**src/pkg/pxc_pkg.sv**
```systemverilog
// constants for the port crossbar and port 0/1 configuration block
// Contract
// - counter-array field routes 0..6 capture/compare outputs
// - serial port A uses pins 0.0 and 0.1
// - SPI takes four pins, three without select
// - two-wire route places data and clock
// - reg0 routes comparator 0 and count input
// - reg1 bit 7 routes inverted clock output
// - reg1 bits 6..1 route timer and irq inputs, bit 0 routes comparator 1
// - reg2 bit 7 disables all weak pull-ups
// - crossbar disabled forces ports to input
// - reg2 bit 5 reads zero, ignores writes
// - reg2 routes timer 4 and serial port B
// - reg3 bit 7 sets CAN transmit drive mode
// - reg3 routes comparator 2, convert start, timer 3
// - latch drives unclaimed pins per drive mode
// - port data read returns pin level
// - drive mode bit: 0 open-drain, 1 push-pull
// - two-wire and mode-0 receive always open-drain
// - analog port 1 pin reads zero, no pull-up
// - digital port 1 pin reads pin, pull-up global
// - analog port 1 pins skipped by crossbar
// - port data on all pages, config on page F
package pxc_pkg;
	localparam int NUM_SIG = 32;
	localparam int NUM_PIN = 16;
	localparam logic [7:0] ADDR_P0 = 8'h80;
	localparam logic [7:0] ADDR_P1 = 8'h90;
	localparam logic [7:0] ADDR_P0MODE = 8'ha4;
	localparam logic [7:0] ADDR_P1MODE = 8'ha5;
	localparam logic [7:0] ADDR_P1INMODE = 8'had;
	localparam logic [7:0] ADDR_ROUTE0 = 8'he1;
	localparam logic [7:0] ADDR_ROUTE1 = 8'he2;
	localparam logic [7:0] ADDR_ROUTE2 = 8'he3;
	localparam logic [7:0] ADDR_ROUTE3 = 8'he4;
	localparam logic [7:0] PAGE_CFG = 8'h0f;
	localparam logic [7:0] RST_LATCH = 8'hff;
	localparam logic [7:0] RST_MODE = 8'h00;
	localparam logic [7:0] RST_INMODE = 8'hff;
	localparam logic [7:0] RST_ROUTE = 8'h00;
	localparam logic [7:0] ROUTE2_WMASK = 8'hdc;
	localparam logic [7:0] ROUTE3_WMASK = 8'h8f;
	localparam logic IDLE_IN = 1'b1;
	// route register bit positions
	localparam int B0_CP0 = 7;
	localparam int B0_ECI = 6;
	localparam int B0_CEX_HI = 5;
	localparam int B0_CEX_LO = 3;
	localparam int B0_UARTA = 2;
	localparam int B0_SPI = 1;
	localparam int B0_TWI = 0;
	localparam int B2_PUDIS = 7;
	localparam int B2_XBAR = 6;
	localparam int B2_T4EX = 4;
	localparam int B2_T4 = 3;
	localparam int B2_UARTB = 2;
	localparam int B3_CANPP = 7;
	localparam int B3_CP2 = 3;
	localparam int B3_CNV = 2;
	localparam int B3_T3EX = 1;
	localparam int B3_T3 = 0;
	localparam logic [2:0] CEX_MAX = 3'd6;
	// peripheral signal indices, in crossbar priority order
	localparam int SIG_TXA = 0;
	localparam int SIG_RXA = 1;
	localparam int SIG_SCK = 2;
	localparam int SIG_NSS = 5;
	localparam int SIG_SDA = 6;
	localparam int SIG_SCL = 7;
	localparam int SIG_TXB = 8;
	localparam int SIG_RXB = 9;
	localparam int SIG_CAPTURE_COMPARE_IO_ZERO = 10;
	localparam int SIG_ECI = 16;
	localparam int SIG_CP0 = 17;
	localparam int SIG_CP1 = 18;
	localparam int SIG_CP2 = 19;
	localparam int SIG_T0 = 20;
	localparam int SIG_T4EX = 29;
	localparam int SIG_CLKOUT = 30;
	localparam int SIG_CNV = 31;
	localparam logic [31:0] CEX_MASK = 32'h0000fc00;
endpackage

```
**src/core/pxc_crossbar.sv**
```systemverilog
// port crossbar with port 0/1 latches, drive modes and port 1 input modes
`timescale 1ns/1ps
module pxc_crossbar
	import pxc_pkg::*;
(
	input wire logic clk_sys,
	input wire logic rst,
	input wire logic [7:0] sfrAddr,
	input wire logic [7:0] sfrPage,
	input wire logic sfrWe,
	input wire logic [7:0] sfrWdata,
	input wire logic sfrRe,
	output logic [7:0] sfrRdata,
	output logic sfrHit,
	input wire logic bitWe,
	input wire logic [7:0] bitAddr,
	input wire logic bitVal,
	input wire logic spiFourWire,
	input wire logic uartAMode0,
	input wire logic uartBMode0,
	input wire logic [NUM_SIG-1:0] periphOut,
	input wire logic [NUM_SIG-1:0] periphOe,
	output logic [NUM_SIG-1:0] periphIn,
	input wire logic [NUM_PIN-1:0] pinIn,
	output logic [NUM_PIN-1:0] pinOut,
	output logic [NUM_PIN-1:0] pinOe,
	output logic [NUM_PIN-1:0] pullupEn,
	output logic canTxPushPull
);
	logic [7:0] p0Latch_q, p1Latch_q, p0Mode_q, p1Mode_q, p1InMode_q;
	logic [7:0] route0_q, route1_q, route2_q, route3_q;
	logic [7:0] rdata_q;
	logic hit_q;
	logic [NUM_SIG-1:0] periphIn_q, periphIn_d;
	logic [NUM_PIN-1:0] pinOut_q, pinOe_q, pullup_q, pinOut_d, pinOe_d, pullup_d;
	logic [NUM_PIN-1:0] claimed;
	logic [4:0] pinSel [NUM_PIN];
	logic [5:0] sigRank [NUM_SIG];
	logic [4:0] pinRank [NUM_PIN];

	// drive of one pin: {output enable, output value}
	function automatic logic [1:0] pinDrive(input logic v, input logic pushPull);
		pinDrive = pushPull ? {1'b1, v} : {~v, 1'b0};
	endfunction

	function automatic logic isAddr(input logic [7:0] a, input logic [7:0] ref_a);
		isAddr = (a == ref_a);
	endfunction

	// register decode; port data ignores the page
	wire pageCfg = (sfrPage == PAGE_CFG);
	wire wrP0 = sfrWe && isAddr(sfrAddr, ADDR_P0);
	wire wrP1 = sfrWe && isAddr(sfrAddr, ADDR_P1);
	wire wrP0Mode = sfrWe && pageCfg && isAddr(sfrAddr, ADDR_P0MODE);
	wire wrP1Mode = sfrWe && pageCfg && isAddr(sfrAddr, ADDR_P1MODE);
	wire wrP1In = sfrWe && pageCfg && isAddr(sfrAddr, ADDR_P1INMODE);
	wire wrR0 = sfrWe && pageCfg && isAddr(sfrAddr, ADDR_ROUTE0);
	wire wrR1 = sfrWe && pageCfg && isAddr(sfrAddr, ADDR_ROUTE1);
	wire wrR2 = sfrWe && pageCfg && isAddr(sfrAddr, ADDR_ROUTE2);
	wire wrR3 = sfrWe && pageCfg && isAddr(sfrAddr, ADDR_ROUTE3);
	wire bitP0 = bitWe && (bitAddr[7:3] == ADDR_P0[7:3]);
	wire bitP1 = bitWe && (bitAddr[7:3] == ADDR_P1[7:3]);

	// read values come from the pins, not the latches
	wire [7:0] p0Level = pinIn[7:0];
	wire [7:0] p1Level = pinIn[15:8] & p1InMode_q;
	wire [7:0] route2Rd = route2_q & ROUTE2_WMASK;
	wire [7:0] route3Rd = route3_q & ROUTE3_WMASK;
	wire rdCfg = sfrRe && pageCfg;
	wire [8:0] rdSel =
		(sfrRe && isAddr(sfrAddr, ADDR_P0)) ? {1'b1, p0Level} :
		(sfrRe && isAddr(sfrAddr, ADDR_P1)) ? {1'b1, p1Level} :
		(rdCfg && isAddr(sfrAddr, ADDR_P0MODE)) ? {1'b1, p0Mode_q} :
		(rdCfg && isAddr(sfrAddr, ADDR_P1MODE)) ? {1'b1, p1Mode_q} :
		(rdCfg && isAddr(sfrAddr, ADDR_P1INMODE)) ? {1'b1, p1InMode_q} :
		(rdCfg && isAddr(sfrAddr, ADDR_ROUTE0)) ? {1'b1, route0_q} :
		(rdCfg && isAddr(sfrAddr, ADDR_ROUTE1)) ? {1'b1, route1_q} :
		(rdCfg && isAddr(sfrAddr, ADDR_ROUTE2)) ? {1'b1, route2Rd} :
		(rdCfg && isAddr(sfrAddr, ADDR_ROUTE3)) ? {1'b1, route3Rd} :
		9'h000;

	always_ff @(posedge clk_sys) begin
		if (rst) begin
			p0Latch_q <= RST_LATCH;
		end else if (bitP0) begin
			p0Latch_q[bitAddr[2:0]] <= bitVal;
		end else if (wrP0) begin
			p0Latch_q <= sfrWdata;
		end
	end

	always_ff @(posedge clk_sys) begin
		if (rst) begin
			p1Latch_q <= RST_LATCH;
		end else if (bitP1) begin
			p1Latch_q[bitAddr[2:0]] <= bitVal;
		end else if (wrP1) begin
			p1Latch_q <= sfrWdata;
		end
	end

	always_ff @(posedge clk_sys) begin
		if (rst) begin
			p0Mode_q <= RST_MODE;
			p1Mode_q <= RST_MODE;
			p1InMode_q <= RST_INMODE;
		end else begin
			if (wrP0Mode) p0Mode_q <= sfrWdata;
			if (wrP1Mode) p1Mode_q <= sfrWdata;
			if (wrP1In) p1InMode_q <= sfrWdata;
		end
	end

	always_ff @(posedge clk_sys) begin
		if (rst) begin
			route0_q <= RST_ROUTE;
			route1_q <= RST_ROUTE;
			route2_q <= RST_ROUTE;
			route3_q <= RST_ROUTE;
		end else begin
			if (wrR0) route0_q <= sfrWdata;
			if (wrR1) route1_q <= sfrWdata;
			if (wrR2) route2_q <= sfrWdata & ROUTE2_WMASK;
			if (wrR3) route3_q <= sfrWdata & ROUTE3_WMASK;
		end
	end

	always_ff @(posedge clk_sys) begin
		if (rst) begin
			rdata_q <= 8'h00;
			hit_q <= 1'b0;
		end else begin
			rdata_q <= rdSel[7:0];
			hit_q <= rdSel[8];
		end
	end

	// enable vector in priority order
	wire xbarEn = route2_q[B2_XBAR];
	wire [2:0] cexRaw = route0_q[B0_CEX_HI:B0_CEX_LO];
	// code 7 is undefined; treat it as the widest setting
	wire [2:0] cexCnt = (cexRaw > CEX_MAX) ? CEX_MAX : cexRaw;
	wire [5:0] cexEn = ~(6'h3f << cexCnt);
	wire spiEn = route0_q[B0_SPI];
	wire [NUM_SIG-1:0] enRaw = {
		route3_q[B3_CNV], route1_q[7], route2_q[B2_T4EX], route2_q[B2_T4],
		route3_q[B3_T3EX], route3_q[B3_T3], route1_q[6:1],
		route3_q[B3_CP2], route1_q[0], route0_q[B0_CP0], route0_q[B0_ECI],
		cexEn, {2{route2_q[B2_UARTB]}}, {2{route0_q[B0_TWI]}},
		spiEn && spiFourWire, {3{spiEn}}, {2{route0_q[B0_UARTA]}}
	};
	wire [NUM_SIG-1:0] enVec = xbarEn ? enRaw : '0;
	wire [NUM_PIN-1:0] skip = {~p1InMode_q, 8'h00};
	wire [NUM_PIN-1:0] modeAll = {p1Mode_q, p0Mode_q};
	wire [NUM_PIN-1:0] latchAll = {p1Latch_q, p0Latch_q};
	wire [NUM_SIG-1:0] forceOd = ((NUM_SIG'(1) << SIG_SDA) | (NUM_SIG'(1) << SIG_SCL)) |
		(NUM_SIG'(uartAMode0) << SIG_RXA) | (NUM_SIG'(uartBMode0) << SIG_RXB);

	// rank of each signal among enabled ones meets rank of each free pin;
	// signals beyond the sixteenth free pin belong to ports outside this block
	always_comb begin
		logic [5:0] cnt;
		logic [4:0] pc;
		cnt = 6'd0;
		pc = 5'd0;
		periphIn_d = {NUM_SIG{IDLE_IN}};
		for (int s = 0; s < NUM_SIG; s++) begin
			sigRank[s] = cnt;
			cnt = cnt + {5'd0, enVec[s]};
		end
		for (int p = 0; p < NUM_PIN; p++) begin
			pinRank[p] = pc;
			pc = pc + {4'd0, ~skip[p]};
		end
		for (int p = 0; p < NUM_PIN; p++) begin
			claimed[p] = 1'b0;
			pinSel[p] = 5'd0;
			for (int s = 0; s < NUM_SIG; s++) begin
				if (enVec[s] && !skip[p] && sigRank[s] == {1'b0, pinRank[p]}) begin
					claimed[p] = 1'b1;
					pinSel[p] = 5'(s);
					periphIn_d[s] = pinIn[p];
				end
			end
		end
	end

	always_comb begin
		logic [1:0] drv;
		drv = 2'b00;
		for (int p = 0; p < NUM_PIN; p++) begin
			if (!xbarEn) begin
				drv = 2'b00;
			end else if (claimed[p]) begin
				drv = periphOe[pinSel[p]] ?
					pinDrive(periphOut[pinSel[p]], modeAll[p] && !forceOd[pinSel[p]]) :
					2'b00;
			end else begin
				drv = pinDrive(latchAll[p], modeAll[p]);
			end
			pinOe_d[p] = drv[1];
			pinOut_d[p] = drv[0];
			// a pin driving low never fights its own pull-up
			pullup_d[p] = !route2_q[B2_PUDIS] && !skip[p] && !(drv[1] && !drv[0]);
		end
	end

	always_ff @(posedge clk_sys) begin
		if (rst) begin
			pinOut_q <= '0;
			pinOe_q <= '0;
			pullup_q <= '0;
			periphIn_q <= {NUM_SIG{IDLE_IN}};
		end else begin
			pinOut_q <= pinOut_d;
			pinOe_q <= pinOe_d;
			pullup_q <= pullup_d;
			periphIn_q <= periphIn_d;
		end
	end

	assign sfrRdata = rdata_q;
	assign sfrHit = hit_q;
	assign pinOut = pinOut_q;
	assign pinOe = pinOe_q;
	assign pullupEn = pullup_q;
	assign periphIn = periphIn_q;
	assign canTxPushPull = route3_q[B3_CANPP];
endmodule // pxc_crossbar

```
**config.mk**
```make
export PLATFORM = sky130hd
export DESIGN_NAME = pxc_crossbar
export DESIGN_NICKNAME = d
export VERILOG_FILES = /design/src/pkg/pxc_pkg.sv /design/src/core/pxc_crossbar.sv
export SDC_FILE = /design/constraint.sdc
export NUM_CORES = 2
export LEC_CHECK = 0
export ABC_AREA = 1
export BUFFER_PORTS_ARGS = -buffer_cell sky130_fd_sc_hd__clkbuf_2
export CORE_MARGIN = 8
export CORE_UTILIZATION = 25
export CTS_CLUSTER_DIAMETER = 150
export DETAILED_ROUTE_END_ITERATION = 10
export PLACE_DENSITY = 0.53
export SETUP_SLACK_MARGIN = 0.02
export SYNTH_ARGS = -nofsm -noshare
export SYNTH_HDL_FRONTEND = slang
export SYNTH_SLANG_ARGS = --single-unit
```
**constraint.sdc**
```tcl
create_clock -name clk_sys -period 11.8 [get_ports clk_sys]
set_input_delay 1.18 -clock clk_sys [delete_from_list [all_inputs] [get_ports clk_sys]]
set_output_delay 1.18 -clock clk_sys [all_outputs]
set_load 0.005 [all_outputs]
```
==> flow_summary.yaml <==
status:
  outcome: "complete, no violations"
clock_tree:
  htreeDepth: 4
  numCtsBuffers: 17
  cts_root_buf: "clkbuf_16"
  cts_hold_buffers: 0
  cts.sinks: 155
  clkTransAtPathRegs_ns: 0.08
  clockBufferDepth: 2
  clk_latency_ns: 0.57
  cts_tree: "yes"
timing:
  setup_violations: 0
  fin_crit_ns: 11.56
  max_freq_mhz: 86.5
  finalCritPeriodShare_pct: 98.0
  worst_pin_slew_ns: 1.23
  rsz0062_at_grt: "no"
  clock_skew_ns: 0.0313
  whs_ns: 0.544
  maxSlewHeadroom_pct: 15.5
  drv_slew: 0
  hold_viol: 0
placement:
  port_buffers: 210
  dp_hpwl_mm: 251
  place.gp.congestion: 1.06
pwr:
  power_leakage_nw: 26.1
  peakVddDrop_v: 0.000101
  power.density_nw_per_um2: 28.3
critical_path:
  worstSetupPathType: "flop to flop"
  crit_path_frequent_cell: "ha_1"
  crit_path_end_kind: "flop"
  timing.rr.start: "route0_q[1]$_SDFFE_PP0P_"
  crit_arrival_ns: 12.04
  worstPathRequired_ns: 12.28
  cpMaxStageDelayCell: "dfxtp_1"
  worst_setup_path_start_kind: "flop"
  critPathLaunch: "route0_q[1]$_SDFFE_PP0P_"
  critPathMaxStageDelay_ns: 0.47
  crit_fanout: 11
hold_path:
  worst_hold_startpoint: "p0Latch_q[3]$_SDFFE_PP1P_"
  hold_path.class: "flop to flop"
cells_and_area:
  syn_to_final_growth_pct: 22.7
  multi_input_area_sq_um: 37200
  nNetsFinal: 9316
  seq_area_sq_um: 3110
  nFillCells: 20400
  fin_util_pct: 30.9
  drive_gt1_share_pct: 17.7
routing:
  detail-route-antenna-nets: 0
  drc: 0
  viasPerCell: 5.85
  wl_per_cell_microns: 28.6
  drtIter0Drc: 9991
  first_pass_iters: 9
  wirelength_mm: 330
  vias: 67400
yosys:
  synth_cell_type_count: 72
  synth.avg_cell_area_sq_um: 5.32
  netlist_instances: 8564
  ys_seq_area_share_pct: 6.80
  synth_edf_count: 0
  ys_warn_count: 0
  ys_ff_latch: 155
  async_flop_share_pct: 0
  synth_area_sq_um: 45600
  ys.flop_type: "dfxtp_1"
  synth_fp_nets: 8747
global_route:
  grt_pass1_vias: 63200
  grt_max_degree: 59
  grt_usage_pct: 31.4
  antenna_found_initial: 11
  grt_pass1_wl_mm: 456
  overflow: 0
floorplanning:
  die_h_microns: 443
  dieWidth_microns: 443
  initial_core_util_pct: 25.2
  row_count: 156
  coreArea_sq_um: 181000
  pin_count: 211
  die_area_sq_um: 196000
flow_run:
  maxCapViolCount: 0
[through the flow]
step | total power, mW | cells | area (sq um) | setup slack, ns | setup TNS, ns
CTS | 1.57 | 11500 | 55300 | 0.0192 | 0
global placement | 0.900 | 11500 | 54600 | -0.702 | -17.55
finish | 1.58 | 11500 | 56000 | 0.238 | 0
global route | 1.61 | 11500 | 55900 | 0.0115 | 0
floorplan | 0.707 | 8564 | 45800 | 0.0319 | 0
detailed placement | 0.900 | 11500 | 54600 | -0.777 | -19.69
[cell usage after synthesis (all sizes together) (3+ instances only)]
library cell / count / area (sq um)
o2111ai: 42 / 368
clkbuf: 314 / 1180
nand4: 226 / 1550
or2: 17 / 106
a31o: 3 / 26.3
buf: 214 / 1200
a211oi: 11 / 82.6
a21boi: 3 / 22.5
nand3b: 25 / 188
o31ai: 9 / 67.6
nor4: 125 / 782
a221oi: 13 / 114
ha: 61 / 763
nand3: 1689 / 8970
xnor2: 51 / 447
xor2: 277 / 2430
dfxtp: 155 / 3100
nor3: 206 / 1040
and3: 6 / 37.5
or4: 12 / 90.1
and2: 6 / 37.5
o221ai: 38 / 333
o22ai: 139 / 870
or3: 3 / 18.8
o21ai: 331 / 1670
a311oi: 3 / 26.3
a31oi: 18 / 113
a2111oi: 21 / 184
nor2: 742 / 2910
o21bai: 4 / 30.0
inv: 938 / 3530
o21a: 5 / 37.5
o211ai: 213 / 1600
nand2: 2316 / 9980
nor3b: 3 / 22.5
a21oi: 264 / 1320
clkinv: 40 / 151
[timing repair]
item / CTS / global route
pin swaps: 1 / 21
buffers inserted: 0 / 11
cloned: 0 / 3
resized for setup: 17 / 110
setup endpoints to repair: 23 / 52
[routing by layer]
metal	global-route usage, %	vias up	part of all wire [%]
met5	0.0244	-	0.014
met2	48.7	4723	42
met4	25.8	6	10
met3	8.39	1488	11
met1	36.3	31100	36
li1	-	30100	-
[worst max-delay path: cells and delay by family, from the launching register on]
| kind | cells | cell delay (ns) |
|---|---|---|
| adder cells (fa/ha/maj) | 21 | 6.34 |
| AND/OR/NAND/NOR | 19 | 2.82 |
| flip-flops | 1 | 0.47 |
| buffers and inverters | 11 | 1.43 |
| AO/OA/AOI/OAI | 2 | 0.37 |
[layout make-up]
| type | count | share of cell area, % |
|---|---|---|
| Antenna cell | 9 | 0.0402 |
| Clock buffer | 17 | 0.760 |
| Clock inverter | 15 | 0.349 |
| Inverter | 978 | 6.62 |
| Multi-Input combinational cell | 6903 | 66.4 |
| Sequential cell | 155 | 5.55 |
| Tap cell | 2370 | 5.30 |
| Timing Repair Buffer | 1078 | 15.0 |
[cells in the final DEF (no fill, tap or decap), types with 23 or more instances in the layout]
cell       instances
nand2_1         2106
nor2_1           687
xnor2_1           49
nand3_1         1621
o21ai_0          313
inv_2             81
nand3_4           35
inv_1            846
nor2_2            41
nand2_8           37
o22ai_1          139
nand3b_1          25
nor3_1           200
nand2_2          105
ha_1              35
nor4_1           120
nand2_4           68
o211ai_1         213
dfxtp_1          153
clkinv_1          40
clkbuf_2         210
nand4_1          215
xor2_1           276
o2111ai_1         42
a21oi_1          258
buf_4            795
buf_12            58
ha_4              23
nand3_2           33
o221ai_1          38
[flip-flops by register name, indices dropped and copies added (netlist names)]
name and flops:
p0Mode_q 8, periphIn 32, p1Latch_q 8, pinOe 16, sfrRdata 8, p1InMode_q 8
pullupEn 16, sfrHit 1, p1Mode_q 8, route3_q 5, p0Latch_q 8, pinOut 16
route1_q 8, route0_q 8, route2_q 5
[final timing paths]
kind                                                  end  slack [ns]  cells after the start
worst min register to register  p0Latch_q[3]$_SDFFE_PP1P_        0.54                      2
worst max-delay path               pullupEn[2]$_SDFF_PP0_        0.24                     53
worst min-delay path            p0Latch_q[3]$_SDFFE_PP1P_        0.54                      2
worst max register to register     pullupEn[2]$_SDFF_PP0_        0.24                     53
[cell families after synthesis]
logic type	after synthesis	synth area share (%)
and+or+nand+nor	5378	56.5
buffers and inverters	1506	13.3
AOI/OAI and AO/OA	1135	15.4
xor gates and xnor gates	328	6.30
DFF	155	6.80
adders and majority gates	62	1.72
[power by group]
| part | total [mW] | internal, mW | switching [mW] |
|---|---|---|---|
| Combinational | 0.384 | 0.0791 | 0.305 |
| Sequential | 0.529 | 0.526 | 0.00327 |
| Clock | 0.671 | 0.323 | 0.348 |
| Total | 1.58 | 0.928 | 0.655 |
Note: power is estimated with default switching activity, not from simulation.
